==> config.mk <==
export PLATFORM = sky130hd
export DESIGN_NAME = uhb_host_if
export DESIGN_NICKNAME = d
export VERILOG_FILES = /design/src/verilog/uhb_pkg.sv /design/src/verilog/uhb_host_if.sv /design/src/verilog/uhb_sync.sv
export VERILOG_INCLUDE_DIRS = /design/src /design/src/verilog
export SDC_FILE = /design/constraint.sdc
export NUM_CORES = 1
export LEC_CHECK = 0
export BUFFER_PORTS_ARGS = -buffer_cell sky130_fd_sc_hd__clkbuf_2
export CAP_MARGIN = 40
export CORE_MARGIN = 5
export CORE_UTILIZATION = 29
export CTS_CLUSTER_SIZE = 20
export DETAILED_ROUTE_END_ITERATION = 8
export PLACE_DENSITY = 0.44
export RECOVER_POWER = 50
export SYNTH_ARGS = -nofsm -noshare
export SYNTH_HDL_FRONTEND = slang
export SYNTH_SLANG_ARGS = --single-unit
==> constraint.sdc <==
create_clock -name CLK -period 1.64 [get_ports CLK]
set_input_delay 0.082 -clock CLK [delete_from_list [all_inputs] [get_ports CLK]]
set_output_delay 0.082 -clock CLK [all_outputs]
set_load 0.02 [all_outputs]
==> src/verilog/uhb_defs.svh <==
// Constants of the host bus interface: timing, command and status bits.
// Included by the interface and synchroniser design files, not the package; defines only.
`ifndef UHB_DEFS_SVH
`define UHB_DEFS_SVH

// ****************************************************************
// Timing
// ****************************************************************
`define UHB_CLK_PERIOD_NS    5
`define UHB_CLK_HZ           200000000
// Least ratio of system clock to the faster serial bit rate
`define UHB_CLK_PER_BIT_MIN  30
`define UHB_MAX_BIT_RATE     (`UHB_CLK_HZ / `UHB_CLK_PER_BIT_MIN)

// ****************************************************************
// Synchroniser widths
// ****************************************************************
`define UHB_DATA_W           8
`define UHB_SYNC_W           13

// ****************************************************************
// Command word bit positions and reset value
// ****************************************************************
`define UHB_CMD_TX_EN        0
`define UHB_CMD_DTR          1
`define UHB_CMD_RX_EN        2
`define UHB_CMD_ERR_RST      4
`define UHB_CMD_RTS          5
`define UHB_CMD_RESET        8'h00

// ****************************************************************
// Status word bit positions
// ****************************************************************
`define UHB_ST_XMIT_READY    0
`define UHB_ST_RECV_READY    1
`define UHB_ST_TX_EMPTY      2
`define UHB_ST_PARITY        3
`define UHB_ST_OVERRUN       4
`define UHB_ST_FRAMING       5
`define UHB_ST_SYNC_DET      6
`define UHB_ST_DSR           7

`endif

==> src/verilog/uhb_pkg.sv <==
// Types shared by the host bus interface design files.
// Assumes nothing of its surroundings.
`default_nettype none

package uhb_pkg;

	// Bus access in progress, as seen after synchronisation
	typedef enum logic [1:0] {
		UHB_IDLE,
		UHB_RD,
		UHB_WR
	} uhb_acc_type;

	// Selected and strobe asserted, both active low
	function automatic logic uhb_sel(input logic cs_n, input logic strb_n);
		return !cs_n && !strb_n;
	endfunction

endpackage

`default_nettype wire

==> src/verilog/uhb_host_if.sv <==
// Processor-side read/write logic of the serial controller with its
// general-purpose modem ports. Assumes the serial core sits on CLK.
//
// Contract
// - Deselected: bus floats, strobes ignored.
// - No transfer without chip select low.
// - Control/data select: high control, low data.
// - Data read drives received character.
// - Data write captures character to transmit.
// - Control read drives status word.
// - Control write accepts a command word.
// - Inverting input port visible in status.
// - Command bit drives first output low.
// - Flag transmit room and waiting character.
// - Status readable any time, errors included.
// - Data write leading edge clears transmit ready.
// - Second command bit drives output low.
`default_nettype none
`include "uhb_defs.svh"

module uhb_host_if (
	input  wire logic       CLK,
	input  wire logic       RESET,
	input  wire logic       CS_N,
	input  wire logic       RD_N,
	input  wire logic       WR_N,
	input  wire logic       CD,
	input  wire logic [7:0] DATA_IN,
	output logic      [7:0] DATA_OUT,
	output logic            DATA_OE,
	input  wire logic       DSR_N,
	output logic            DTR_N,
	output logic            RTS_N,
	output logic            XMIT_READY,
	output logic            RECV_READY,
	output logic      [7:0] TX_DATA,
	output logic            TX_VALID,
	input  wire logic       TX_TAKE,
	input  wire logic       TX_EMPTY,
	input  wire logic [7:0] RX_DATA,
	input  wire logic       RX_VALID,
	input  wire logic       PARITY_ERR,
	input  wire logic       FRAME_ERR,
	input  wire logic       SYNC_DET,
	output logic      [7:0] CMD_WORD,
	output logic            CMD_STROBE
);

	// ****************************************************************
	// Input synchronisers
	// ****************************************************************
	logic [`UHB_SYNC_W-1:0] sync_q;
	logic                   cs_n_s;
	logic                   rd_n_s;
	logic                   wr_n_s;
	logic                   cd_s;
	logic                   dsr_n_s;
	logic [7:0]             din_s;

	uhb_sync u_sync (
		.clk      (CLK),
		.reset    (RESET),
		.async_in ({DSR_N, CS_N, RD_N, WR_N, CD, DATA_IN}),
		.sync_out (sync_q)
	);

	assign dsr_n_s = sync_q[12];
	assign cs_n_s  = sync_q[11];
	assign rd_n_s  = sync_q[10];
	assign wr_n_s  = sync_q[9];
	assign cd_s    = sync_q[8];
	assign din_s   = sync_q[7:0];

	// ****************************************************************
	// Access tracking
	// ****************************************************************
	uhb_pkg::uhb_acc_type acc_r;
	uhb_pkg::uhb_acc_type acc_nxt;
	logic                 acc_cd_r;
	logic                 acc_cd_nxt;
	logic                 wr_lead;
	logic                 wr_done;
	logic                 rd_done;

	// Both strobes low together is not a legal cycle and starts nothing
	always_comb begin
		acc_nxt    = acc_r;
		acc_cd_nxt = acc_cd_r;
		wr_lead    = 1'b0;
		wr_done    = 1'b0;
		rd_done    = 1'b0;
		unique case (acc_r)
			uhb_pkg::UHB_IDLE: begin
				if (uhb_pkg::uhb_sel(cs_n_s, rd_n_s) && wr_n_s) begin
					acc_nxt    = uhb_pkg::UHB_RD;
					acc_cd_nxt = cd_s;
				end else if (uhb_pkg::uhb_sel(cs_n_s, wr_n_s) && rd_n_s) begin
					acc_nxt    = uhb_pkg::UHB_WR;
					acc_cd_nxt = cd_s;
					wr_lead    = 1'b1;
				end
			end
			uhb_pkg::UHB_RD: begin
				if (rd_n_s || cs_n_s) begin
					acc_nxt = uhb_pkg::UHB_IDLE;
					rd_done = 1'b1;
				end
			end
			uhb_pkg::UHB_WR: begin
				// Deselect before the trailing edge drops the write
				if (cs_n_s) begin
					acc_nxt = uhb_pkg::UHB_IDLE;
				end else if (wr_n_s) begin
					acc_nxt = uhb_pkg::UHB_IDLE;
					wr_done = 1'b1;
				end
			end
			default: begin
				acc_nxt = uhb_pkg::UHB_IDLE;
			end
		endcase
	end

	always_ff @(posedge CLK) begin
		if (RESET) begin
			acc_r    <= uhb_pkg::UHB_IDLE;
			acc_cd_r <= 1'b0;
		end else begin
			acc_r    <= acc_nxt;
			acc_cd_r <= acc_cd_nxt;
		end
	end

	// ****************************************************************
	// Command word and modem outputs
	// ****************************************************************
	logic [7:0] cmd_r;
	logic       cmd_wr;

	assign cmd_wr = wr_done && acc_cd_r;

	always_ff @(posedge CLK) begin
		if (RESET) begin
			cmd_r      <= `UHB_CMD_RESET;
			CMD_STROBE <= 1'b0;
		end else begin
			CMD_STROBE <= cmd_wr;
			if (cmd_wr)
				cmd_r <= din_s;
		end
	end

	assign CMD_WORD = cmd_r;

	always_ff @(posedge CLK) begin
		if (RESET) begin
			DTR_N <= 1'b1;
			RTS_N <= 1'b1;
		end else begin
			DTR_N <= !cmd_r[`UHB_CMD_DTR];
			RTS_N <= !cmd_r[`UHB_CMD_RTS];
		end
	end

	// ****************************************************************
	// Transmit path
	// ****************************************************************
	logic xmit_ready_r;

	always_ff @(posedge CLK) begin
		if (RESET) begin
			TX_DATA  <= 8'h00;
			TX_VALID <= 1'b0;
		end else begin
			TX_VALID <= wr_done && !acc_cd_r;
			if (wr_done && !acc_cd_r)
				TX_DATA <= din_s;
		end
	end

	// Cleared at the strobe's leading edge; the core's take wins
	always_ff @(posedge CLK) begin
		if (RESET)
			xmit_ready_r <= 1'b1;
		else if (TX_TAKE)
			xmit_ready_r <= 1'b1;
		else if (wr_lead && !cd_s)
			xmit_ready_r <= 1'b0;
	end

	// ****************************************************************
	// Receive path
	// ****************************************************************
	logic [7:0] rx_hold_r;
	logic       recv_ready_r;
	logic       overrun_r;
	logic       data_rd_active;

	assign data_rd_active = (acc_r == uhb_pkg::UHB_RD) && !acc_cd_r;

	always_ff @(posedge CLK) begin
		if (RESET)
			rx_hold_r <= 8'h00;
		else if (RX_VALID)
			rx_hold_r <= RX_DATA;
	end

	// A new character beats the read that would clear the flag
	always_ff @(posedge CLK) begin
		if (RESET)
			recv_ready_r <= 1'b0;
		else if (!cmd_r[`UHB_CMD_RX_EN])
			recv_ready_r <= 1'b0;
		else if (RX_VALID)
			recv_ready_r <= 1'b1;
		else if (rd_done && !acc_cd_r)
			recv_ready_r <= 1'b0;
	end

	// Overrun also when a character lands during a data read
	always_ff @(posedge CLK) begin
		if (RESET)
			overrun_r <= 1'b0;
		else if (RX_VALID && (recv_ready_r || data_rd_active))
			overrun_r <= 1'b1;
		else if (cmd_wr && din_s[`UHB_CMD_ERR_RST])
			overrun_r <= 1'b0;
	end

	// ****************************************************************
	// Status and ready pins
	// ****************************************************************
	logic [7:0] status;

	always_comb begin
		status                      = 8'h00;
		status[`UHB_ST_XMIT_READY]  = xmit_ready_r;
		status[`UHB_ST_RECV_READY]  = recv_ready_r;
		status[`UHB_ST_TX_EMPTY]    = TX_EMPTY;
		status[`UHB_ST_PARITY]      = PARITY_ERR;
		status[`UHB_ST_OVERRUN]     = overrun_r;
		status[`UHB_ST_FRAMING]     = FRAME_ERR;
		status[`UHB_ST_SYNC_DET]    = SYNC_DET;
		status[`UHB_ST_DSR]         = !dsr_n_s;
	end

	// Pin is masked by transmit enable, the status bit is not
	always_ff @(posedge CLK) begin
		if (RESET) begin
			XMIT_READY <= 1'b0;
			RECV_READY <= 1'b0;
		end else begin
			XMIT_READY <= xmit_ready_r && cmd_r[`UHB_CMD_TX_EN];
			RECV_READY <= recv_ready_r;
		end
	end

	// ****************************************************************
	// Data bus drive
	// ****************************************************************
	// Drive only for a selected read; otherwise float
	always_ff @(posedge CLK) begin
		if (RESET) begin
			DATA_OE  <= 1'b0;
			DATA_OUT <= 8'h00;
		end else if (acc_nxt == uhb_pkg::UHB_RD) begin
			DATA_OE  <= 1'b1;
			DATA_OUT <= acc_cd_nxt ? status : rx_hold_r;
		end else begin
			DATA_OE  <= 1'b0;
			DATA_OUT <= 8'h00;
		end
	end
endmodule

`default_nettype wire

==> src/verilog/uhb_sync.sv <==
// Two-stage synchroniser for a group of asynchronous levels.
// Assumes each bit is a slow level; no word coherence is promised.
`default_nettype none
`include "uhb_defs.svh"

module uhb_sync (
	input  wire logic                   clk,
	input  wire logic                   reset,
	input  wire logic [`UHB_SYNC_W-1:0] async_in,
	output logic      [`UHB_SYNC_W-1:0] sync_out
);

	// Meta stage is read only by the second stage
	logic [`UHB_SYNC_W-1:0] meta_r;

	always_ff @(posedge clk) begin
		if (reset) begin
			meta_r   <= '1;
			sync_out <= '1;
		end else begin
			meta_r   <= async_in;
			sync_out <= meta_r;
		end
	end

endmodule

`default_nettype wire

# [Yosys cells after proc, flatten, opt, wreduce, memory -nomap -nowiden]
# Cells that the tools add are included.
[word_totals] elab_cells=74 reg_bits=71 input_bits=29 out_inout_bits=31
[classes] n_reduce_logical=28 eq_ne=3 muxes=23 n_bitwise=2
[op_table] op="$mux 1" n=16
[op_table] op="$logic_and 1x1->1" n=12
[op_table] op="$mux 2" n=5
[op_table] op="$logic_not 1->1" n=8
[op_table] op="$mux 8" n=1
[op_table] op="$pmux 2 s3" n=1
[op_table] op="$reduce_or 2->1" n=3
[op_table] op="$eq 2x1->1 const B" n=2
[op_table] op="$reduce_bool 2->1" n=2
[op_table] op="$eq 2x2->1 const B" n=1
[op_table] op="$logic_not 2->1" n=1
[op_table] op="$logic_or 1x1->1" n=2
[op_table] op="$not 1->1" n=2

# [Logic depth before layout (Yosys ltp)]
[logic_depth] ltp_word=9 ltp_mapped=6 ltp_nobuf=3

# [By module]
# A second synthesis with hierarchy kept.
[hier_totals] hier_cells=215 hier_area_um2=2312.2
[modules_own_cells] module="uhb_host_if" cells_each=161 seq_area_each_um2=900.9 area_each_um2=1606.5 n_inst=1
[modules_own_cells] module="uhb_sync" cells_each=54 seq_area_each_um2=520.5 area_each_um2=705.7 n_inst=1

# [Least setup slack after synthesis]
# OpenSTA, ideal clock, no wires.
[synth_timing] kind="flip-flop to flip-flop" startpoint="register acc_r[0]" endpoint="register DATA_OUT[0]" path_stages_with_launch=6 slack_ns=0.396 synth_period_minus_slack_ns=1.244 n_path_buf=2 t_arrival_ns=1.187 setup_time_ns=0.058 t_required_ns=1.582 path_cell_list="dfxtp_1 buf_6 or3_4 buf_6 a211oi_1 o21a_1"
[synth_via] elab_chain_len=6 elab_cells_between_ends=14 cone_classes="eq/ne: 3; mux: 8; bitwise: 1; reduce/logical: 2"
[synth_lines] element="from (decl)" line_no="uhb_host_if.sv:77" text="uhb_pkg::uhb_acc_type acc_r;"
[synth_lines] element="from (signal assigned)" line_no="uhb_host_if.sv:126" text="acc_r <= uhb_pkg::UHB_IDLE;"
[synth_lines] element="from (signal assigned)" line_no="uhb_host_if.sv:129" text="acc_r <= acc_nxt;"
[synth_lines] element="$mux 2 (on tied branches)" line_no="uhb_host_if.sv:113, uhb_host_if.sv:97"
[synth_lines] element="$mux 2 (on tied branches)" line_no="uhb_host_if.sv:111, uhb_host_if.sv:94"
[synth_lines] element="$pmux 2 s3" line_no="uhb_host_if.sv:92" text="unique case (acc_r)"
[synth_lines] element="$eq 2x1->1" line_no="uhb_host_if.sv:266" text="end else if (acc_nxt == uhb_pkg::UHB_RD) begin"
[synth_lines] element="$not 1->1 (no source line)"
[synth_lines] element="$reduce_or 2->1 (no source line)"
[synth_lines] element="to (signal assigned)" line_no="uhb_host_if.sv:268" text="DATA_OUT <= acc_cd_nxt ? status : rx_hold_r;"
[synth_lines] element="to (decl)" line_no="uhb_host_if.sv:29" text="output logic [7:0] DATA_OUT,"
# Parallel ways exist; a longest one is shown, timed or not.
# A chain may end at the register's enable or synchronous reset.

# [Final worst setup path]
[layout_timing] startpoint="register u_sync.sync_out[10]" endpoint="register DATA_OUT[5]"
[layout_via] elab_chain_len=8 elab_cells_between_ends=16 cone_classes="eq/ne: 1; mux: 8; bitwise: 1; reduce/logical: 6"
[layout_lines] element="from (decl)" line_no="uhb_sync.sv:10" text="output logic [`UHB_SYNC_W-1:0] sync_out"
[layout_lines] element="from (signal assigned)" line_no="uhb_sync.sv:22" text="sync_out <= meta_r;"
[layout_lines] element="$logic_not 1->1" line_no="uhb_pkg.sv:16" text="return !cs_n && !strb_n;"
[layout_lines] element="$logic_and 1x1->1" line_no="uhb_pkg.sv:16"
[layout_lines] element="$logic_and 1x1->1" line_no="uhb_host_if.sv:94" text="if (uhb_pkg::uhb_sel(cs_n_s, rd_n_s) && wr_n_s) begin"
[layout_lines] element="$mux 2" line_no="uhb_host_if.sv:94"
[layout_lines] element="$pmux 2 s3" line_no="uhb_host_if.sv:92"
[layout_lines] element="$eq 2x1->1" line_no="uhb_host_if.sv:266"
[layout_lines] element="$not 1->1 (no source line)"
[layout_lines] element="$reduce_or 2->1 (no source line)"
# Parallel ways exist; a longest one is shown, timed or not.

==> summary.md <==
| Metric | Value |
|---|---|
| Status | `finished clean` |
| DRT iter0 DRCs | `58` |
| Area of the mapped netlist | `0.00265 mm^2` |
| Initial antenna violation count | `0` |
| # IOs | `60` |
| CP Data Arrival Time | `1.79 ns` |
| Worst-path clk slew | `0.09 ns` |
| Root Buffer | `clkbuf_8` |
| Die Ht | `106 um` |
| WP data required | `1.90 ns` |
| Crit-path max FO | `6` |
| Port buffer count | `59` |
| Critical Path, Cell by Cell | `xnor2_1, buf_4, a211oi_1, o21a_1` |
| Endpoints failing setup | `0` |
| Residual DRC | `0` |
| Core area | `0.00881 mm^2` |
| Count leader, synth | `dfxtp_1` |
| Final hold violation count | `0` |
| # diodes | `0` |
| Cells after synthesis | `273` |
| Antenna-violating nets left | `0` |
| Leak | `1.40 nW` |
| # H-tree levels | `3` |
| Startpoint Class | `flip-flop` |
| Routed vias/inst | `4.52` |
| Post-synth EDFFs | `0` |
| Layout cells sized above 1 | `28.8%` |
| R2R Path End | `DATA_OUT[5]` |
| Router iterations before antenna repair | `4` |
| Post-synthesis register bit count | `71` |
| Clock Sinks | `71` |
| Pwr Density | `981 mW/mm^2` |
| Cell area after layout | `0.00342 mm^2` |
| Yosys Warn Count | `0` |
| Core Rows | `34` |
| CP max stage cell | `xnor2_1` |
| Post-synth top flop | `dfxtp_1` |
| Largest net degree at the start of global routing | `27` |
| Max-slew headroom | `41.7%` |
| Placer Congestion | `0.689` |
| Max-slew violations | `0` |
| GRT Util Overall | `11.7%` |
| Final Cycle Share | `93.4%` |
| Die ar. | `0.0112 mm^2` |
| Maximum root-to-sink buffer count | `2` |
| Post-DP Area | `0.00303 mm^2` |
| Hold Crit Class | `in2reg` |
| Hold_ws | `0.139 ns` |
| Worst Setup SP | `u_sync.sync_out[10]` |
| Reg2reg path depth | `4` |
| Crit path largest cell delay | `0.55 ns` |
| Initial Utilization | `30.1%` |
| Mapped Nets | `302` |
| Grt total ovfl | `0` |
| Synth cell types | `39` |
| Top post-synthesis cells by count | `dfxtp_1, or2_2, a21oi_1, nand3_1, nand2_1` |
| VDD IR max | `0.000266 V` |
| Final std cells w/o fill | `466` |
| Placed insts | `428` |
| Clk Latency, worst-skew pair | `0.36 ns` |
| Chip width | `106 um` |
| Routed via count | `2,108` |
| Top cell type by total area after synthesis | `dfxtp_1` |
| Vias in the first global route | `2,093` |
| Max Cap Viol | `0` |
| Min Tclk post-route | `1.53 ns` |
| Crit Path Class | `reg2reg` |
| CTS tree | `yes` |
| Final WL | `6290 um` |
| Area growth from synthesis to layout | `29.2%` |
| Top post-synthesis cells by area | `dfxtp_1, or2_2, a21oi_1, nand3_1, nand2b_1` |
| DR WL/cell | `13.5 um` |
| Final Skew | `0.0106 ns` |
| Register area share after synthesis | `53.6%` |
| Setup WS post-layout | `0.109 ns` |
| Crit path to | `DATA_OUT[5]` |
| Setup TNS | `0 ns` |
| RR Startpoint | `u_sync.sync_out[10]` |
| RSZ-0062 raised after global routing | `false` |
| Least-Margin Pin Slew | `0.874 ns` |
| Hold Buf Count CTS | `22` |
| Post-CTS Repair Setup Buffers | `0` |
| Final nets | `382` |
| Top cell type's share of synthesized area | `53.6%` |
| CTS buffer count | `9` |
| Post-DP HPWL | `4290 um` |
| Ys async rst share | `0%` |
| Max Clk Rate | `0.653 GHz` |
| Worst slack, placed | `0.160 ns` |
| Endpoint type of the worst setup path | `flip-flop` |
| Post-cts repair resize count | `0` |
| R2R Setup Slk | `0.11 ns` |
| Syn_area_per_cell | `9.71 um^2` |
| Global-route wire length before repair | `10,400 um` |
[cell families (layout without fill, tap and decap cells)]
family | Yosys count | in the layout | share of synthesized area [%]
AND/OR/NAND/NOR | 99 | 99 | 21.2
flip-flops | 71 | 71 | 53.6
AO/OA/AOI/OAI | 67 | 67 | 15.8
buffers and inverters | 26 | 111 | 5.34
multiplexers | 8 | 8 | 3.02
XOR/XNOR | 2 | 2 | 0.945
[cells in the final DEF, fill, tap and decap left out, types with 2 or more instances in the layout]
master         synthesis  routed
a22oi_1                7       7
o211a_1                2       2
a211oi_1               7       7
buf_4                  3      10
clkbuf_8               0       9
nor3_1                 3       3
a21oi_1               18      18
nand2b_1              14      14
dfxtp_1               71      71
o21ai_1               15      15
nor2_1                 9       9
inv_8                  0       2
mux2i_1                8       8
o21ai_0                3       3
nand3_1               18      18
nor2b_1                5       5
or2_1                  2       2
inv_1                  3       3
o21a_1                 8       8
clkbuf_1               9      13
clkbuf_2               0      47
clkinv_4               0       2
nand2_1               16      16
inv_6                  0       2
dlygate4sd3_1          0      22
or2_2                 24      24
[worst max-delay path: cells and delay by family (launching register included)]
kind	cells	cell delay, ns
AO/OA/AOI/OAI	2	0.23
XOR/XNOR	1	0.55
buffers and inverters	1	0.26
flip-flops	1	0.40
[flip-flops by register name (all words and copies together), names as in the netlist, 2 cells and up]
signal / cells
TX_DATA: 8
acc_r: 2
rx_hold_r: 8
u_sync.meta_r: 13
CMD_WORD: 8
DATA_OUT: 8
u_sync.sync_out: 13
[report_power, final]
part | total (mW) | internal, mW | leakage (nW) | switching (mW)
clock | 1.35 | 0.585 | 0.0943 | 0.761
sequential | 1.80 | 1.77 | 0.580 | 0.0305
combinational | 0.215 | 0.119 | 0.728 | 0.0966
[worst min-delay path by stage]
stage	slack [ns]	cells after the start	end	from
6_report	0.14	4	DATA_OUT[6]	SYNC_DET
3_5_place_dp	0.26	2	u_sync.meta_r[3]	DATA_IN[3]
5_1_grt	0.14	4	DATA_OUT[2]	TX_EMPTY
3_3_place_gp	0.26	2	u_sync.meta_r[3]	DATA_IN[3]
4_1_cts	0.13	4	DATA_OUT[6]	SYNC_DET
2_1_floorplan	0.18	1	xmit_ready_r	TX_TAKE
[area by class of cell]
type	count	area, um^2
clock buffer	9	124
clock inverter	7	65.1
fill	918	5380
inverter	3	11.3
multi-input combinational	176	1090
sequential	71	1420
tap	108	135
timing repair buffer	92	579
[routing by layer]
metal  part of all wire (%)  vias to the layer above  routed length [um]  GRT usage, %
met2                     45                       43                2850          17.6
li1                       -                     1098                   -             -
met4                    1.5                        0                  96          5.37
met5                      0                        -                   0             0
met1                     49                      958                3090          15.5
met3                    4.0                        9                 253          3.48
[through the flow]
| stage | power [mW] | utilization (%) |
|---|---|---|
| after floorplan | 1.94 | - |
| final | 3.36 | 38.9 |
| after detailed placement | 2.02 | 34.4 |
| after global placement | 2.01 | 34.4 |
| after CTS | 3.42 | 39.1 |
| after global routing | 3.50 | 38.9 |
Note: power is estimated with default switching activity, not from simulation.
